### config.mk
export PLATFORM = sky130hd
export DESIGN_NAME = rxf_top
export DESIGN_NICKNAME = d
export VERILOG_FILES = /design/src/common/rxf_pkg.sv /design/src/verilog/rxf_top.sv
export SDC_FILE = /design/constraint.sdc
export NUM_CORES = 1
export LEC_CHECK = 0
export BUFFER_PORTS_ARGS = -buffer_cell sky130_fd_sc_hd__buf_2
export CAP_MARGIN = 20
export CORE_MARGIN = 1.5
export CORE_UTILIZATION = 55
export CTS_BUF_LIST = sky130_fd_sc_hd__clkbuf_4
export DETAILED_ROUTE_END_ITERATION = 7
export GPL_TIMING_DRIVEN = 0
export PLACE_DENSITY = 0.93
export SYNTH_ARGS = -nofsm -noshare
export SYNTH_HDL_FRONTEND = slang
export SYNTH_SLANG_ARGS = --single-unit
### constraint.sdc
create_clock -name pclk -period 2.3 [get_ports pclk]
set_clock_uncertainty 0.2 [all_clocks]
set_input_delay 0.23 -clock pclk [delete_from_list [all_inputs] [get_ports pclk]]
set_output_delay 0.23 -clock pclk [all_outputs]
set_load 0.005 [all_outputs]
### src/common/rxf_pkg.sv
// Package with register map, field positions, reset values and AGC constants.
package rxf_pkg;
    // ==========================================================
    // Register offsets (byte addresses, all printed offsets are index*4).
    localparam logic [7:0] OFF_CHIP_STATUS = 8'h00;
    localparam logic [7:0] OFF_PROTO_SEL = 8'h04;
    localparam logic [7:0] OFF_RX_SPECIAL = 8'h28;
    localparam logic [7:0] OFF_RX_STATUS = 8'h40;
    // Register indices as printed.
    localparam int IDX_CHIP_STATUS = 8'h00;
    localparam int IDX_PROTO_SEL = 8'h01;
    localparam int IDX_RX_SPECIAL = 8'h0A;
    // ==========================================================
    // Reset values.
    localparam logic [7:0] RST_RX_SPECIAL = 8'h40;
    localparam logic [7:0] RST_CHIP_STATUS = 8'h00;
    localparam logic [7:0] RST_PROTO_SEL = 8'h00;
    // ==========================================================
    // Field positions.
    localparam int BIT_LOW_BAND = 7;
    localparam int BIT_MID_BAND = 6;
    localparam int BIT_MANCH_BAND = 5;
    localparam int BIT_HBR = 4;
    localparam int BIT_GAIN_HI = 3;
    localparam int BIT_GAIN_LO = 2;
    localparam int BIT_AGC_LVL = 1;
    localparam int BIT_NO_LIMIT = 0;
    localparam int BIT_AGC_ON = 2;
    // ==========================================================
    // AGC sequence counts and levels.
    localparam logic [3:0] AGC_WINDOW_PULSES = 4'h8;
    localparam logic [2:0] AGC_CMP_STEPS = 3'h4;
    localparam logic [2:0] AGC_GAIN_STEPS = 3'h3;
    localparam logic [2:0] AGC_MULT_LOW = 3'h3;
    localparam logic [2:0] AGC_MULT_HIGH = 3'h5;
    // Band-pass selection codes.
    localparam logic [2:0] BP_DEFAULT = 3'h0;
    localparam logic [2:0] BP_LOW = 3'h1;
    localparam logic [2:0] BP_MID = 3'h2;
    localparam logic [2:0] BP_MANCH = 3'h3;
    localparam logic [2:0] BP_HBR = 3'h4;
    // Gain reduction in dB.
    localparam logic [4:0] HBR_REDUCE_DB = 5'h12;
    localparam logic [4:0] GAIN_STEP_DB = 5'h05;
    typedef enum logic [1:0] {AGC_IDLE, AGC_CMP, AGC_GAIN, AGC_HOLD} rxf_agc_e;
endpackage

### src/verilog/rxf_top.sv
// Receiver filter, gain and AGC configuration block with APB register slave.
`timescale 1ns/1ps
// Notes on behaviour
// - Special-setting register loads 0x40 at reset, chip disable, protocol writes.
// - All four filter bits clear selects default 240 kHz to 1.4 MHz band.
// - B7 low band, B6 mid band, B5 Manchester band.
// - B4 selects wide band plus 18 dB gain reduction; here B7 to B5 take band priority and B7 set drops the 18 dB.
// - B3:B2 reduce gain by 0, 5, 10 or 15 dB.
// - B1 sets AGC trigger to three times, else five times threshold.
// - B0 set lets AGC act always; clear limits it to 8 pulses.
// - AGC runs four comparator steps, then three gain reduction steps.
// - AGC arms only after a transmission finishes.
// - Protocol selection applies preset; software may then override register 0x0A.
// - AGC enabled only while chip status bit B2 is set.
// - AGC starts once digitizer level exceeds selected threshold multiple.
module rxf_top (
    // APB
    input wire logic pclk,
    input wire logic presetn,
    input wire logic psel,
    input wire logic penable,
    input wire logic pwrite,
    input wire logic [7:0] paddr,
    input wire logic [31:0] pwdata,
    output logic [31:0] prdata,
    output logic pready,
    output logic pslverr,
    // Pins and front-end status
    input wire logic chip_en,
    input wire logic tx_done,
    input wire logic subcarrier_pulse,
    input wire logic level_over_3x,
    input wire logic level_over_5x,
    // Front-end controls
    output logic [2:0] bp_sel,
    output logic [4:0] gain_reduce_db,
    output logic agc_cmp_adjust,
    output logic agc_gain_step,
    output logic [1:0] agc_gain_level
);
    // ==========================================================
    // Pin synchronisers: three stages, a change counts when stages two and three agree.
    // Each pin has its own chain; the agree stage filters a one-cycle glitch that
    // slips through the metastability stages.
    localparam int N_PINS = 5;
    logic [N_PINS-1:0] pin_raw;
    logic [N_PINS-1:0] pin_q;
    logic en_q_r, txd_q_r, pul_q_r, l3_q_r, l5_q_r;
    assign pin_raw = {level_over_5x, level_over_3x, subcarrier_pulse, tx_done, chip_en};
    genvar gi;
    generate
        for (gi = 0; gi < N_PINS; gi = gi + 1) begin : g_sync
            logic [2:0] stage_r;
            logic agreed_r;
            always_ff @(posedge pclk or negedge presetn) begin
                if (!presetn) begin
                    stage_r <= 3'h0;
                end else begin
                    stage_r <= {stage_r[1:0], pin_raw[gi]};
                end
            end
            always_ff @(posedge pclk or negedge presetn) begin
                if (!presetn) begin
                    agreed_r <= 1'b0;
                end else if (stage_r[1] == stage_r[2]) begin
                    agreed_r <= stage_r[2];
                end
            end
            assign pin_q[gi] = agreed_r;
        end
    endgenerate
    assign en_q_r = pin_q[0];
    assign txd_q_r = pin_q[1];
    assign pul_q_r = pin_q[2];
    assign l3_q_r = pin_q[3];
    assign l5_q_r = pin_q[4];
    logic txd_d_r, pul_d_r;
    // Both delay flops reset to the idle level of their pins, so no false edge follows reset.
    always_ff @(posedge pclk or negedge presetn) begin
        if (!presetn) begin
            txd_d_r <= 1'b0;
        end else begin
            txd_d_r <= txd_q_r;
        end
    end
    // Edges come from the filtered copies, so a bounce on a pin cannot count twice.
    always_ff @(posedge pclk or negedge presetn) begin
        if (!presetn) begin
            pul_d_r <= 1'b0;
        end else begin
            pul_d_r <= pul_q_r;
        end
    end
    logic tx_end, pulse_rise;
    assign tx_end = txd_q_r & ~txd_d_r;
    assign pulse_rise = pul_q_r & ~pul_d_r;
    // ==========================================================
    // APB register slave: zero wait states, unmapped reads return zero.
    logic wr_en, rd_en;
    logic [3:0] wr_hit;
    logic [3:0] rd_hit;
    logic [7:0] rx_special_r, chip_status_r, proto_sel_r;
    // One-hot register select: chip status, protocol select, special setting, status.
    // Unmapped offsets decode to zero, so they read as zero and ignore writes.
    function automatic logic [3:0] reg_hit(input logic [7:0] a);
        reg_hit = 4'h0;
        case (a)
            rxf_pkg::OFF_CHIP_STATUS: reg_hit = 4'h1;
            rxf_pkg::OFF_PROTO_SEL: reg_hit = 4'h2;
            rxf_pkg::OFF_RX_SPECIAL: reg_hit = 4'h4;
            rxf_pkg::OFF_RX_STATUS: reg_hit = 4'h8;
            default: reg_hit = 4'h0;
        endcase
    endfunction
    assign wr_en = psel & penable & pwrite;
    assign rd_en = psel & ~penable & ~pwrite;
    assign wr_hit = wr_en ? reg_hit(paddr) : 4'h0;
    assign rd_hit = rd_en ? reg_hit(paddr) : 4'h0;
    // A protocol write or a disabled chip wins over a direct write in the same cycle,
    // so the preset is never half overridden.
    always_ff @(posedge pclk or negedge presetn) begin
        if (!presetn) begin
            rx_special_r <= rxf_pkg::RST_RX_SPECIAL;
        end else if (!en_q_r) begin
            rx_special_r <= rxf_pkg::RST_RX_SPECIAL;
        end else if (wr_hit[1]) begin
            rx_special_r <= rxf_pkg::RST_RX_SPECIAL;
        end else if (wr_hit[2]) begin
            rx_special_r <= pwdata[7:0];
        end
    end
    // Chip status and protocol select are plain storage here; only the AGC-enable bit
    // and the protocol write strobe act on this block.
    always_ff @(posedge pclk or negedge presetn) begin
        if (!presetn) begin
            chip_status_r <= rxf_pkg::RST_CHIP_STATUS;
        end else if (wr_hit[0]) begin
            chip_status_r <= pwdata[7:0];
        end
    end
    always_ff @(posedge pclk or negedge presetn) begin
        if (!presetn) begin
            proto_sel_r <= rxf_pkg::RST_PROTO_SEL;
        end else if (wr_hit[1]) begin
            proto_sel_r <= pwdata[7:0];
        end
    end
    // ==========================================================
    // AGC sequencer.
    rxf_pkg::rxf_agc_e agc_st_r;
    logic [2:0] step_cnt_r;
    logic [3:0] pulse_cnt_r;
    logic armed_r;
    logic [1:0] agc_lvl_r;
    logic agc_on, window_open, over_thr, gain_take;
    assign agc_on = chip_status_r[rxf_pkg::BIT_AGC_ON];
    // Without the no-limit bit the window closes after a fixed number of pulse rises
    // counted from the end of transmission; the start pulse counts too.
    assign window_open = rx_special_r[rxf_pkg::BIT_NO_LIMIT]
        || (pulse_cnt_r < rxf_pkg::AGC_WINDOW_PULSES);
    assign over_thr = rx_special_r[rxf_pkg::BIT_AGC_LVL] ? l3_q_r : l5_q_r;
    assign gain_take = (agc_st_r == rxf_pkg::AGC_GAIN) && window_open && pulse_rise && over_thr;
    // The arm flag stays set across receptions until AGC is switched off; a new
    // transmission end restarts the pulse window and returns the sequencer and gain level to idle.
    always_ff @(posedge pclk or negedge presetn) begin
        if (!presetn) begin
            armed_r <= 1'b0;
        end else if (!agc_on) begin
            armed_r <= 1'b0;
        end else if (tx_end) begin
            armed_r <= 1'b1;
        end
    end
    // The pulse count saturates, so a long reply cannot wrap and reopen the window.
    always_ff @(posedge pclk or negedge presetn) begin
        if (!presetn) begin
            pulse_cnt_r <= 4'h0;
        end else if (!agc_on || tx_end) begin
            pulse_cnt_r <= 4'h0;
        end else if (pulse_rise && pulse_cnt_r != 4'hF) begin
            pulse_cnt_r <= pulse_cnt_r + 4'h1;
        end
    end
    // The level rises only on a real gain step, never on a sequencer state change; AGC off or a transmission end clears it.
    always_ff @(posedge pclk or negedge presetn) begin
        if (!presetn) begin
            agc_lvl_r <= 2'h0;
        end else if (!agc_on || tx_end) begin
            agc_lvl_r <= 2'h0;
        end else if (gain_take) begin
            agc_lvl_r <= agc_lvl_r + 2'h1;
        end
    end
    // The start pulse is the first of four comparator steps; then up to three gain
    // steps follow, each on a pulse that still crosses the threshold.
    rxf_pkg::rxf_agc_e agc_st_nxt;
    logic [2:0] step_cnt_nxt;
    always_comb begin
        agc_st_nxt = agc_st_r;
        step_cnt_nxt = step_cnt_r;
        case (agc_st_r)
            rxf_pkg::AGC_IDLE: begin
                if (armed_r && window_open && over_thr && pulse_rise) begin
                    agc_st_nxt = rxf_pkg::AGC_CMP;
                    step_cnt_nxt = 3'h1;
                end
            end
            // The comparator phase ends on the pulse after the fourth step.
            rxf_pkg::AGC_CMP: begin
                if (!window_open) begin
                    agc_st_nxt = rxf_pkg::AGC_HOLD;
                end else if (pulse_rise) begin
                    if (step_cnt_r == rxf_pkg::AGC_CMP_STEPS) begin
                        agc_st_nxt = rxf_pkg::AGC_GAIN;
                        step_cnt_nxt = 3'h0;
                    end else begin
                        step_cnt_nxt = step_cnt_r + 3'h1;
                    end
                end
            end
            // In the gain phase the step counter counts gain steps from zero.
            rxf_pkg::AGC_GAIN: begin
                if (!window_open) begin
                    agc_st_nxt = rxf_pkg::AGC_HOLD;
                end else if (gain_take) begin
                    if (step_cnt_r + 3'h1 == rxf_pkg::AGC_GAIN_STEPS) begin
                        agc_st_nxt = rxf_pkg::AGC_HOLD;
                    end
                    step_cnt_nxt = step_cnt_r + 3'h1;
                end
            end
            // Hold keeps the reached gain until AGC is switched off or a new transmission ends.
            rxf_pkg::AGC_HOLD: begin
                agc_st_nxt = rxf_pkg::AGC_HOLD;
            end
            default: begin
                agc_st_nxt = rxf_pkg::AGC_IDLE;
                step_cnt_nxt = 3'h0;
            end
        endcase
    end
    always_ff @(posedge pclk or negedge presetn) begin
        if (!presetn) begin
            agc_st_r <= rxf_pkg::AGC_IDLE;
        end else if (!agc_on || tx_end) begin
            agc_st_r <= rxf_pkg::AGC_IDLE;
        end else begin
            agc_st_r <= agc_st_nxt;
        end
    end
    always_ff @(posedge pclk or negedge presetn) begin
        if (!presetn) begin
            step_cnt_r <= 3'h0;
        end else if (!agc_on || tx_end) begin
            step_cnt_r <= 3'h0;
        end else begin
            step_cnt_r <= step_cnt_nxt;
        end
    end
    // ==========================================================
    // Front-end decode, registered onto the outputs.
    // Band priority runs from the narrowest filter bit down; several bits never mix bands.
    function automatic logic [2:0] band_of(input logic [7:0] v);
        if (v[rxf_pkg::BIT_LOW_BAND]) begin
            band_of = rxf_pkg::BP_LOW;
        end else if (v[rxf_pkg::BIT_MID_BAND]) begin
            band_of = rxf_pkg::BP_MID;
        end else if (v[rxf_pkg::BIT_MANCH_BAND]) begin
            band_of = rxf_pkg::BP_MANCH;
        end else if (v[rxf_pkg::BIT_HBR]) begin
            band_of = rxf_pkg::BP_HBR;
        end else begin
            band_of = rxf_pkg::BP_DEFAULT;
        end
    endfunction
    logic [4:0] manual_db;
    logic bp_low_band_sel, gain_reduce_hi, gain_reduce_lo;
    assign bp_low_band_sel = rx_special_r[rxf_pkg::BIT_LOW_BAND];
    assign gain_reduce_hi = rx_special_r[rxf_pkg::BIT_GAIN_HI];
    assign gain_reduce_lo = rx_special_r[rxf_pkg::BIT_GAIN_LO];
    assign manual_db = 5'(rxf_pkg::GAIN_STEP_DB * {gain_reduce_hi, gain_reduce_lo});
    always_ff @(posedge pclk or negedge presetn) begin
        if (!presetn) begin
            bp_sel <= rxf_pkg::BP_DEFAULT;
        end else begin
            bp_sel <= band_of(rx_special_r);
        end
    end
    // Manual and high-rate reductions stack unless B7 is set; the sum is truncated to the 5-bit field.
    always_ff @(posedge pclk or negedge presetn) begin
        if (!presetn) begin
            gain_reduce_db <= 5'h00;
        end else if (rx_special_r[rxf_pkg::BIT_HBR] && !bp_low_band_sel) begin
            gain_reduce_db <= 5'(manual_db + rxf_pkg::HBR_REDUCE_DB);
        end else begin
            gain_reduce_db <= manual_db;
        end
    end
    // The AGC outputs follow the sequencer one cycle late, as every output leaves a flop.
    always_ff @(posedge pclk or negedge presetn) begin
        if (!presetn) begin
            agc_cmp_adjust <= 1'b0;
            agc_gain_step <= 1'b0;
            agc_gain_level <= 2'h0;
        end else begin
            agc_cmp_adjust <= (agc_st_r == rxf_pkg::AGC_CMP);
            agc_gain_step <= gain_take;
            agc_gain_level <= agc_lvl_r;
        end
    end
    // ==========================================================
    // APB read data and answer; reads only return values.
    // One-cycle answer: pready rises in the access phase right after every setup cycle,
    // so a master never waits longer than one access cycle.
    always_ff @(posedge pclk or negedge presetn) begin
        if (!presetn) begin
            pready <= 1'b0;
            pslverr <= 1'b0;
        end else begin
            pready <= psel & ~penable;
            pslverr <= 1'b0;
        end
    end
    // Read data is captured at the end of the setup cycle and nothing else changes,
    // so a read has no effect on filter or AGC state.
    always_ff @(posedge pclk or negedge presetn) begin
        if (!presetn) begin
            prdata <= 32'h0000_0000;
        end else if (rd_en) begin
            if (rd_hit[0]) begin
                prdata <= {24'h000000, chip_status_r};
            end else if (rd_hit[1]) begin
                prdata <= {24'h000000, proto_sel_r};
            end else if (rd_hit[2]) begin
                prdata <= {24'h000000, rx_special_r};
            end else if (rd_hit[3]) begin
                prdata <= {24'h000000, armed_r, agc_lvl_r, pulse_cnt_r, 1'b0};
            end else begin
                prdata <= 32'h0000_0000;
            end
        end
    end
endmodule

==> impl_metrics.env, run 1 <==
export IMPL_synthAdderAreaFrac=0.0514
export IMPL_r2r_cells=7
export IMPL_hp_class="in2async"
export IMPL_period_share=0.939
export IMPL_areaGrowthSynthToFinish_pct=21.0
export IMPL_cts_buffer_depth=2
export IMPL_rows=29
export IMPL_vias=2677
export IMPL_drtPass1Iterations=5
export IMPL_cp_arrival_ns=2.27
export IMPL_pre_cts_slack_ns=0.197
export IMPL_grt_usage=0.221
export IMPL_synth_edff_count=0
export IMPL_cts_tree="built"
export IMPL_ant_nets=0
export IMPL_die_h_um=84.5
export IMPL_coreArea_um2=6390
export IMPL_die_area_um2=7140
export IMPL_post_cts_setup_buffers=0
export IMPL_crit_fanout=3
export IMPL_cts_htree_levels=3
export IMPL_crit_type="in2reg"
export IMPL_numPlacedInstances=462
export IMPL_gp_congestion=0.880
export IMPL_synth_compound_area_frac=0.121
export IMPL_die_x_um=84.5
export IMPL_p_leak_nw=2.16
export IMPL_p_per_area_nw_per_um2=566
export IMPL_final_common_cell="dfrtp_1"
export IMPL_remaining_drc_errors=0
export IMPL_status="complete, no violations"
export IMPL_yosys_most_used_dff="dfrtp_1"
export IMPL_io_buffers=46
export IMPL_synth_mux_area_frac=0.0644
export IMPL_netlist_area_um2=3650
export IMPL_grt_pass1_vias=2606
export IMPL_async_reset_ff_frac=1.00
export IMPL_io_pins=96
export IMPL_overflow=0
export IMPL_wl_mm=7.64
export IMPL_post_cts_resized=0
export IMPL_fin_setup_tns_ns=0
export IMPL_r2r_setup_slack_ns=0.17
export IMPL_synth_top_family_by_area="simple AND/OR/NAND/NOR gates"
export IMPL_yosys_area_top_type="dfrtp_1"
export IMPL_clk_pin_slew_ns=0.13
export IMPL_yosysSeqAreaShare=0.541
export IMPL_finalSetupViolCount=0
export IMPL_hold_buffers=19
export IMPL_fin_ws_ns=0.141
export IMPL_stdcell_count=497
export IMPL_vdd_drop_max_uv=300
export IMPL_grt_pass1_wl_mm=12.3
export IMPL_synthSimpleGateAreaFrac=0.133
export IMPL_synth_seq_cells=79
export IMPL_synth_xor_area_frac=0.0144
export IMPL_drtIter0Drc=211
export IMPL_fillers=466
export IMPL_detail_route_wl_per_cell_um=15.4
export IMPL_grt_max_degree=42
export IMPL_drive_gt1_frac=0.295
export IMPL_hpwl_mm=5.27
export IMPL_via_per_inst=5.39
export IMPL_crit_required_ns=2.41
export IMPL_clk_latency_ns=0.42
export IMPL_final_cell_mix="78 x dfrtp_1, 47 x buf_2, 27 x buf_4"
export IMPL_rsz0062_at_grt="no"
export IMPL_ys_types=57
export IMPL_synth_top_area_frac=0.534
export IMPL_start_util=0.572
export IMPL_root_buffer="clkbuf_4"
export IMPL_hold_viol=0
export IMPL_drv_slew=0
export IMPL_whs_ns=0.103
export IMPL_critPathCaptureType="register"
export IMPL_synth_avg_cell_area_um2=11.6
export IMPL_synth_area_leaders="dfrtp_1 53%, buf_4 5.3%, mux2_2 5.2%"
export IMPL_cts_sinks=79
export IMPL_ys_warn_count=0
export IMPL_antenna_found_initial=0
export IMPL_worst_pin_slew_ns=0.697
export IMPL_maxCapViolations=0
export IMPL_min_period_ns=2.16
export IMPL_nets=476
export IMPL_start_kind="input pin"
export IMPL_fmax_mhz=463
export IMPL_synthCells=314
export IMPL_antennaDiodeCount=0
export IMPL_slew_headroom=0.533
export IMPL_numCtsBuffers=9
[power breakdown]
part	leakage, nW	internal, W	switching (W)
logic	1.04	0.000107	0.000124
clock network	0.0773	0.000365	0.000459
registers	1.04	0.00143	0.0000214
total	2.16	0.00190	0.000605
[flip-flops by register name, summed over array words and instances (netlist names)]
name,flops
g_sync.stage_r,15
chip_status_r,8
prdata,8
proto_sel_r,8
rx_special_r,8
gain_reduce_db,5
g_sync.agreed_r,4
pulse_cnt_r,4
bp_sel,3
step_cnt_r,3
agc_gain_level,2
agc_lvl_r,2
agc_st_r,2
agc_cmp_adjust,1
agc_gain_step,1
armed_r,1
en_q_r,1
pready,1
pul_d_r,1
txd_d_r,1
[critical path, stage by stage]
cell and delay, ns:
dlygate4sd3_1 0.54, buf_2 0.13, nor4_2 0.25, dlygate4sd3_1 0.62, o221ai_1 0.15, o41ai_1 0.35
[per-stage QoR]
step | util | instance area (um2) | power (W)
finish | 0.692 | 4420 | 0.00250
global route | 0.692 | 4420 | 0.00260
CTS | 0.692 | 4420 | 0.00252
detailed placement | 0.641 | 4090 | 0.00168
global placement | 0.637 | 4070 | 0.00166
floorplan | - | 3740 | 0.00158
[synth_stat cells, drive strengths merged (3+ instances only)]
master    n
a21oi    16
buf      28
xnor2     3
nand2b    8
xor2      3
a22oi     5
nand2    23
dfrtp    78
nor4      3
nor2     17
or2       3
nand3    10
o41ai     3
inv      13
ha       11
nor3      6
mux2i     4
clkbuf    3
o21ai    14
a21o      3
mux2     17
o2bb2ai   4
maj3      5
nor3b     3
[worst paths after layout]
| path | startpoint | endpoint |
|---|---|---|
| worst max-delay path | paddr[0] | prdata[5] |
| worst min-delay path | presetn | prdata[7] |
| worst max register to register | agc_st_r[0] | step_cnt_r[1] |
| worst min register to register | g_sync[1].stage_r[0] | g_sync[1].stage_r[1] |
| max in group asynchronous | presetn | agc_lvl_r[0] |
| min in group pclk | paddr[4] | prdata[7] |
[cell type report]
| type | count | area, um2 | area share |
|---|---|---|---|
| timing repair buffer | 66 | 443 | 0.100 |
| buffer | 31 | 216 | 0.0490 |
| inverter | 14 | 52.6 | 0.0119 |
| tap | 77 | 96.3 | 0.0218 |
| clock inverter | 4 | 47.5 | 0.0108 |
| multi-input combinational | 214 | 1500 | 0.339 |
| clock buffer | 12 | 90.1 | 0.0204 |
| sequential | 79 | 1980 | 0.447 |
[cells by family (layout without fill, tap and decap cells)]
| family | Yosys count | after routing |
|---|---|---|
| flops | 79 | 79 |
| simple gates | 83 | 83 |
| compound gates | 63 | 63 |
| other cells | 1 | 25 |
| mux | 21 | 21 |
| buf+inv | 45 | 127 |
| xor+xnor | 6 | 6 |
| fa+ha+maj | 16 | 16 |
[layer usage]
metal,wire length [um],track usage
met5,0,0
met4,164,0.114
met3,545,0.0324
met2,3880,0.365
met1,3050,0.285
Power figures use the tool's default switching activity.
==> run 2: changes to the inputs <==
==> constraint.sdc (replaced) <==
create_clock -name pclk -period 2.2 [get_ports pclk]
set_clock_uncertainty 0.2 [all_clocks]
set_input_delay 0.22 -clock pclk [delete_from_list [all_inputs] [get_ports pclk]]
set_output_delay 0.22 -clock pclk [all_outputs]
set_load 0.005 [all_outputs]
==> run 2 against run 1 <==
Net effect:
- total power is 4.7% higher
- sequential power is 4% higher
- register-to-register slack hardly changed
- clock-buffer cell count stayed put
- largest cell class unchanged
==> impl_metrics.env, run 2 (synthesized netlist as in run 1, its figures left out) <==
export IMPL_final_common_cell="dfrtp_1"
export IMPL_io_pins=96
export IMPL_cts_buffer_depth=2
export IMPL_io_buffers=46
export IMPL_detail_route_wl_per_cell_um=15.6
export IMPL_grt_max_degree=42
export IMPL_crit_type="in2reg"
export IMPL_root_buffer="clkbuf_4"
export IMPL_p_per_area_nw_per_um2=592
export IMPL_rsz0062_at_grt="no"
export IMPL_fmax_mhz=478
export IMPL_start_kind="input pin"
export IMPL_wl_mm=7.75
export IMPL_status="complete, no violations"
export IMPL_pre_cts_slack_ns=0.0967
export IMPL_fin_ws_ns=0.109
export IMPL_cts_htree_levels=3
export IMPL_gp_congestion=0.880
export IMPL_crit_fanout=3
export IMPL_multi_input_area_um2=1510
export IMPL_clk_latency_ns=0.41
export IMPL_fin_setup_tns_ns=0
export IMPL_finalSetupViolCount=0
export IMPL_cts_tree="built"
export IMPL_vdd_drop_max_uv=315
export IMPL_slew_headroom=0.527
export IMPL_overflow=0
export IMPL_grt_pass1_vias=2606
export IMPL_ant_nets=0
export IMPL_nets=476
export IMPL_worst_pin_slew_ns=0.706
export IMPL_vias=2779
export IMPL_drive_gt1_frac=0.295
export IMPL_die_h_um=84.5
export IMPL_start_util=0.572
export IMPL_hpwl_mm=5.27
export IMPL_maxCapViolations=0
export IMPL_largest_register_ffs=15
export IMPL_p_leak_nw=2.16
export IMPL_crit_required_ns=2.31
export IMPL_antennaDiodeCount=0
export IMPL_period_share=0.951
export IMPL_drv_slew=0
export IMPL_clk_pin_slew_ns=0.14
export IMPL_drtIter0Drc=260
export IMPL_die_area_um2=7140
export IMPL_areaGrowthSynthToFinish_pct=21.2
export IMPL_grt_pass1_wl_mm=12.3
export IMPL_hold_viol=0
export IMPL_via_per_inst=5.59
export IMPL_seq_area_um2=1980
export IMPL_post_cts_setup_buffers=0
export IMPL_rows=29
export IMPL_fillers=463
export IMPL_die_x_um=84.5
export IMPL_remaining_drc_errors=0
export IMPL_final_cell_mix="78 x dfrtp_1, 47 x buf_2, 27 x buf_4"
export IMPL_hp_class="in2async"
export IMPL_antenna_found_initial=0
export IMPL_numCtsBuffers=9
export IMPL_regMostFlops="g_sync.stage_r"
export IMPL_final_util=0.694
export IMPL_drtPass1Iterations=5
export IMPL_critPathCaptureType="register"
export IMPL_min_period_ns=2.09
export IMPL_grt_usage=0.221
export IMPL_coreArea_um2=6390
export IMPL_cp_arrival_ns=2.20
export IMPL_cts_sinks=79
-- run 2: cell types whose count changed in the layout (fill, tap and decap cells not counted) --
cell	delta
nor4_4	+1
nor4_2	-1
-- run 2: power by group --
group	total (W)	switching [W]	internal, W
logic	0.000244	0.000132	0.000112
registers	0.00151	0.0000222	0.00149
clock network	0.000863	0.000481	0.000382
-- run 2: stage by stage --
step | total power, W | hold WS, ns | cell area, um2 | cells
after global placement | 0.00174 | 0.128 | 4070 | 461
after floorplan | 0.00166 | -0.276 | 3740 | 338
after CTS | 0.00263 | 0.0841 | 4420 | 497
after detailed placement | 0.00175 | 0.0182 | 4090 | 462
final | 0.00262 | 0.0926 | 4430 | 497
after global routing | 0.00272 | 0.120 | 4430 | 497
-- run 2: metal layers --
metal | routed length (um) | track usage
met1 | 3000 | 0.285
met2 | 3870 | 0.365
met3 | 579 | 0.0324
met4 | 303 | 0.114
met5 | 0 | 0
-- run 2: area by class of cell --
cell class                      instances  share of cell area
Sequential cell                        79               0.447
Buffer                                 31              0.0489
Multi-Input combinational cell        214               0.340
Clock buffer                           12              0.0203
Tap cell                               77              0.0218
Timing Repair Buffer                   66               0.100
Clock inverter                          4              0.0107
Inverter                               14              0.0119
-- run 2: path summary, 6_finish.rpt --
path	endpoint	slack [ns]	startpoint	cells after the start
hold / removal	prdata[7]	0.09	presetn	2
hold reg to reg	g_sync[1].stage_r[1]	0.16	g_sync[1].stage_r[0]	0
max in group asynchronous	agc_lvl_r[0]	1.12	presetn	3
setup / recovery	prdata[5]	0.11	paddr[0]	6
setup reg to reg	step_cnt_r[2]	0.17	agc_st_r[1]	6
min in group pclk	prdata[7]	0.12	paddr[1]	6
-- run 2: timing repair --
action,CTS,global route
endpoints found under the hold margin,115,0
endpoints found under the setup margin,0,4
hold buffers,19,0
gates resized for setup,0,1
-- run 2: worst max-delay path, cell delays in order --
cell	delay (ns)
dlygate4sd3_1	0.54
buf_2	0.14
nor4_4	0.18
dlygate4sd3_1	0.61
o221ai_1	0.15
o41ai_1	0.35
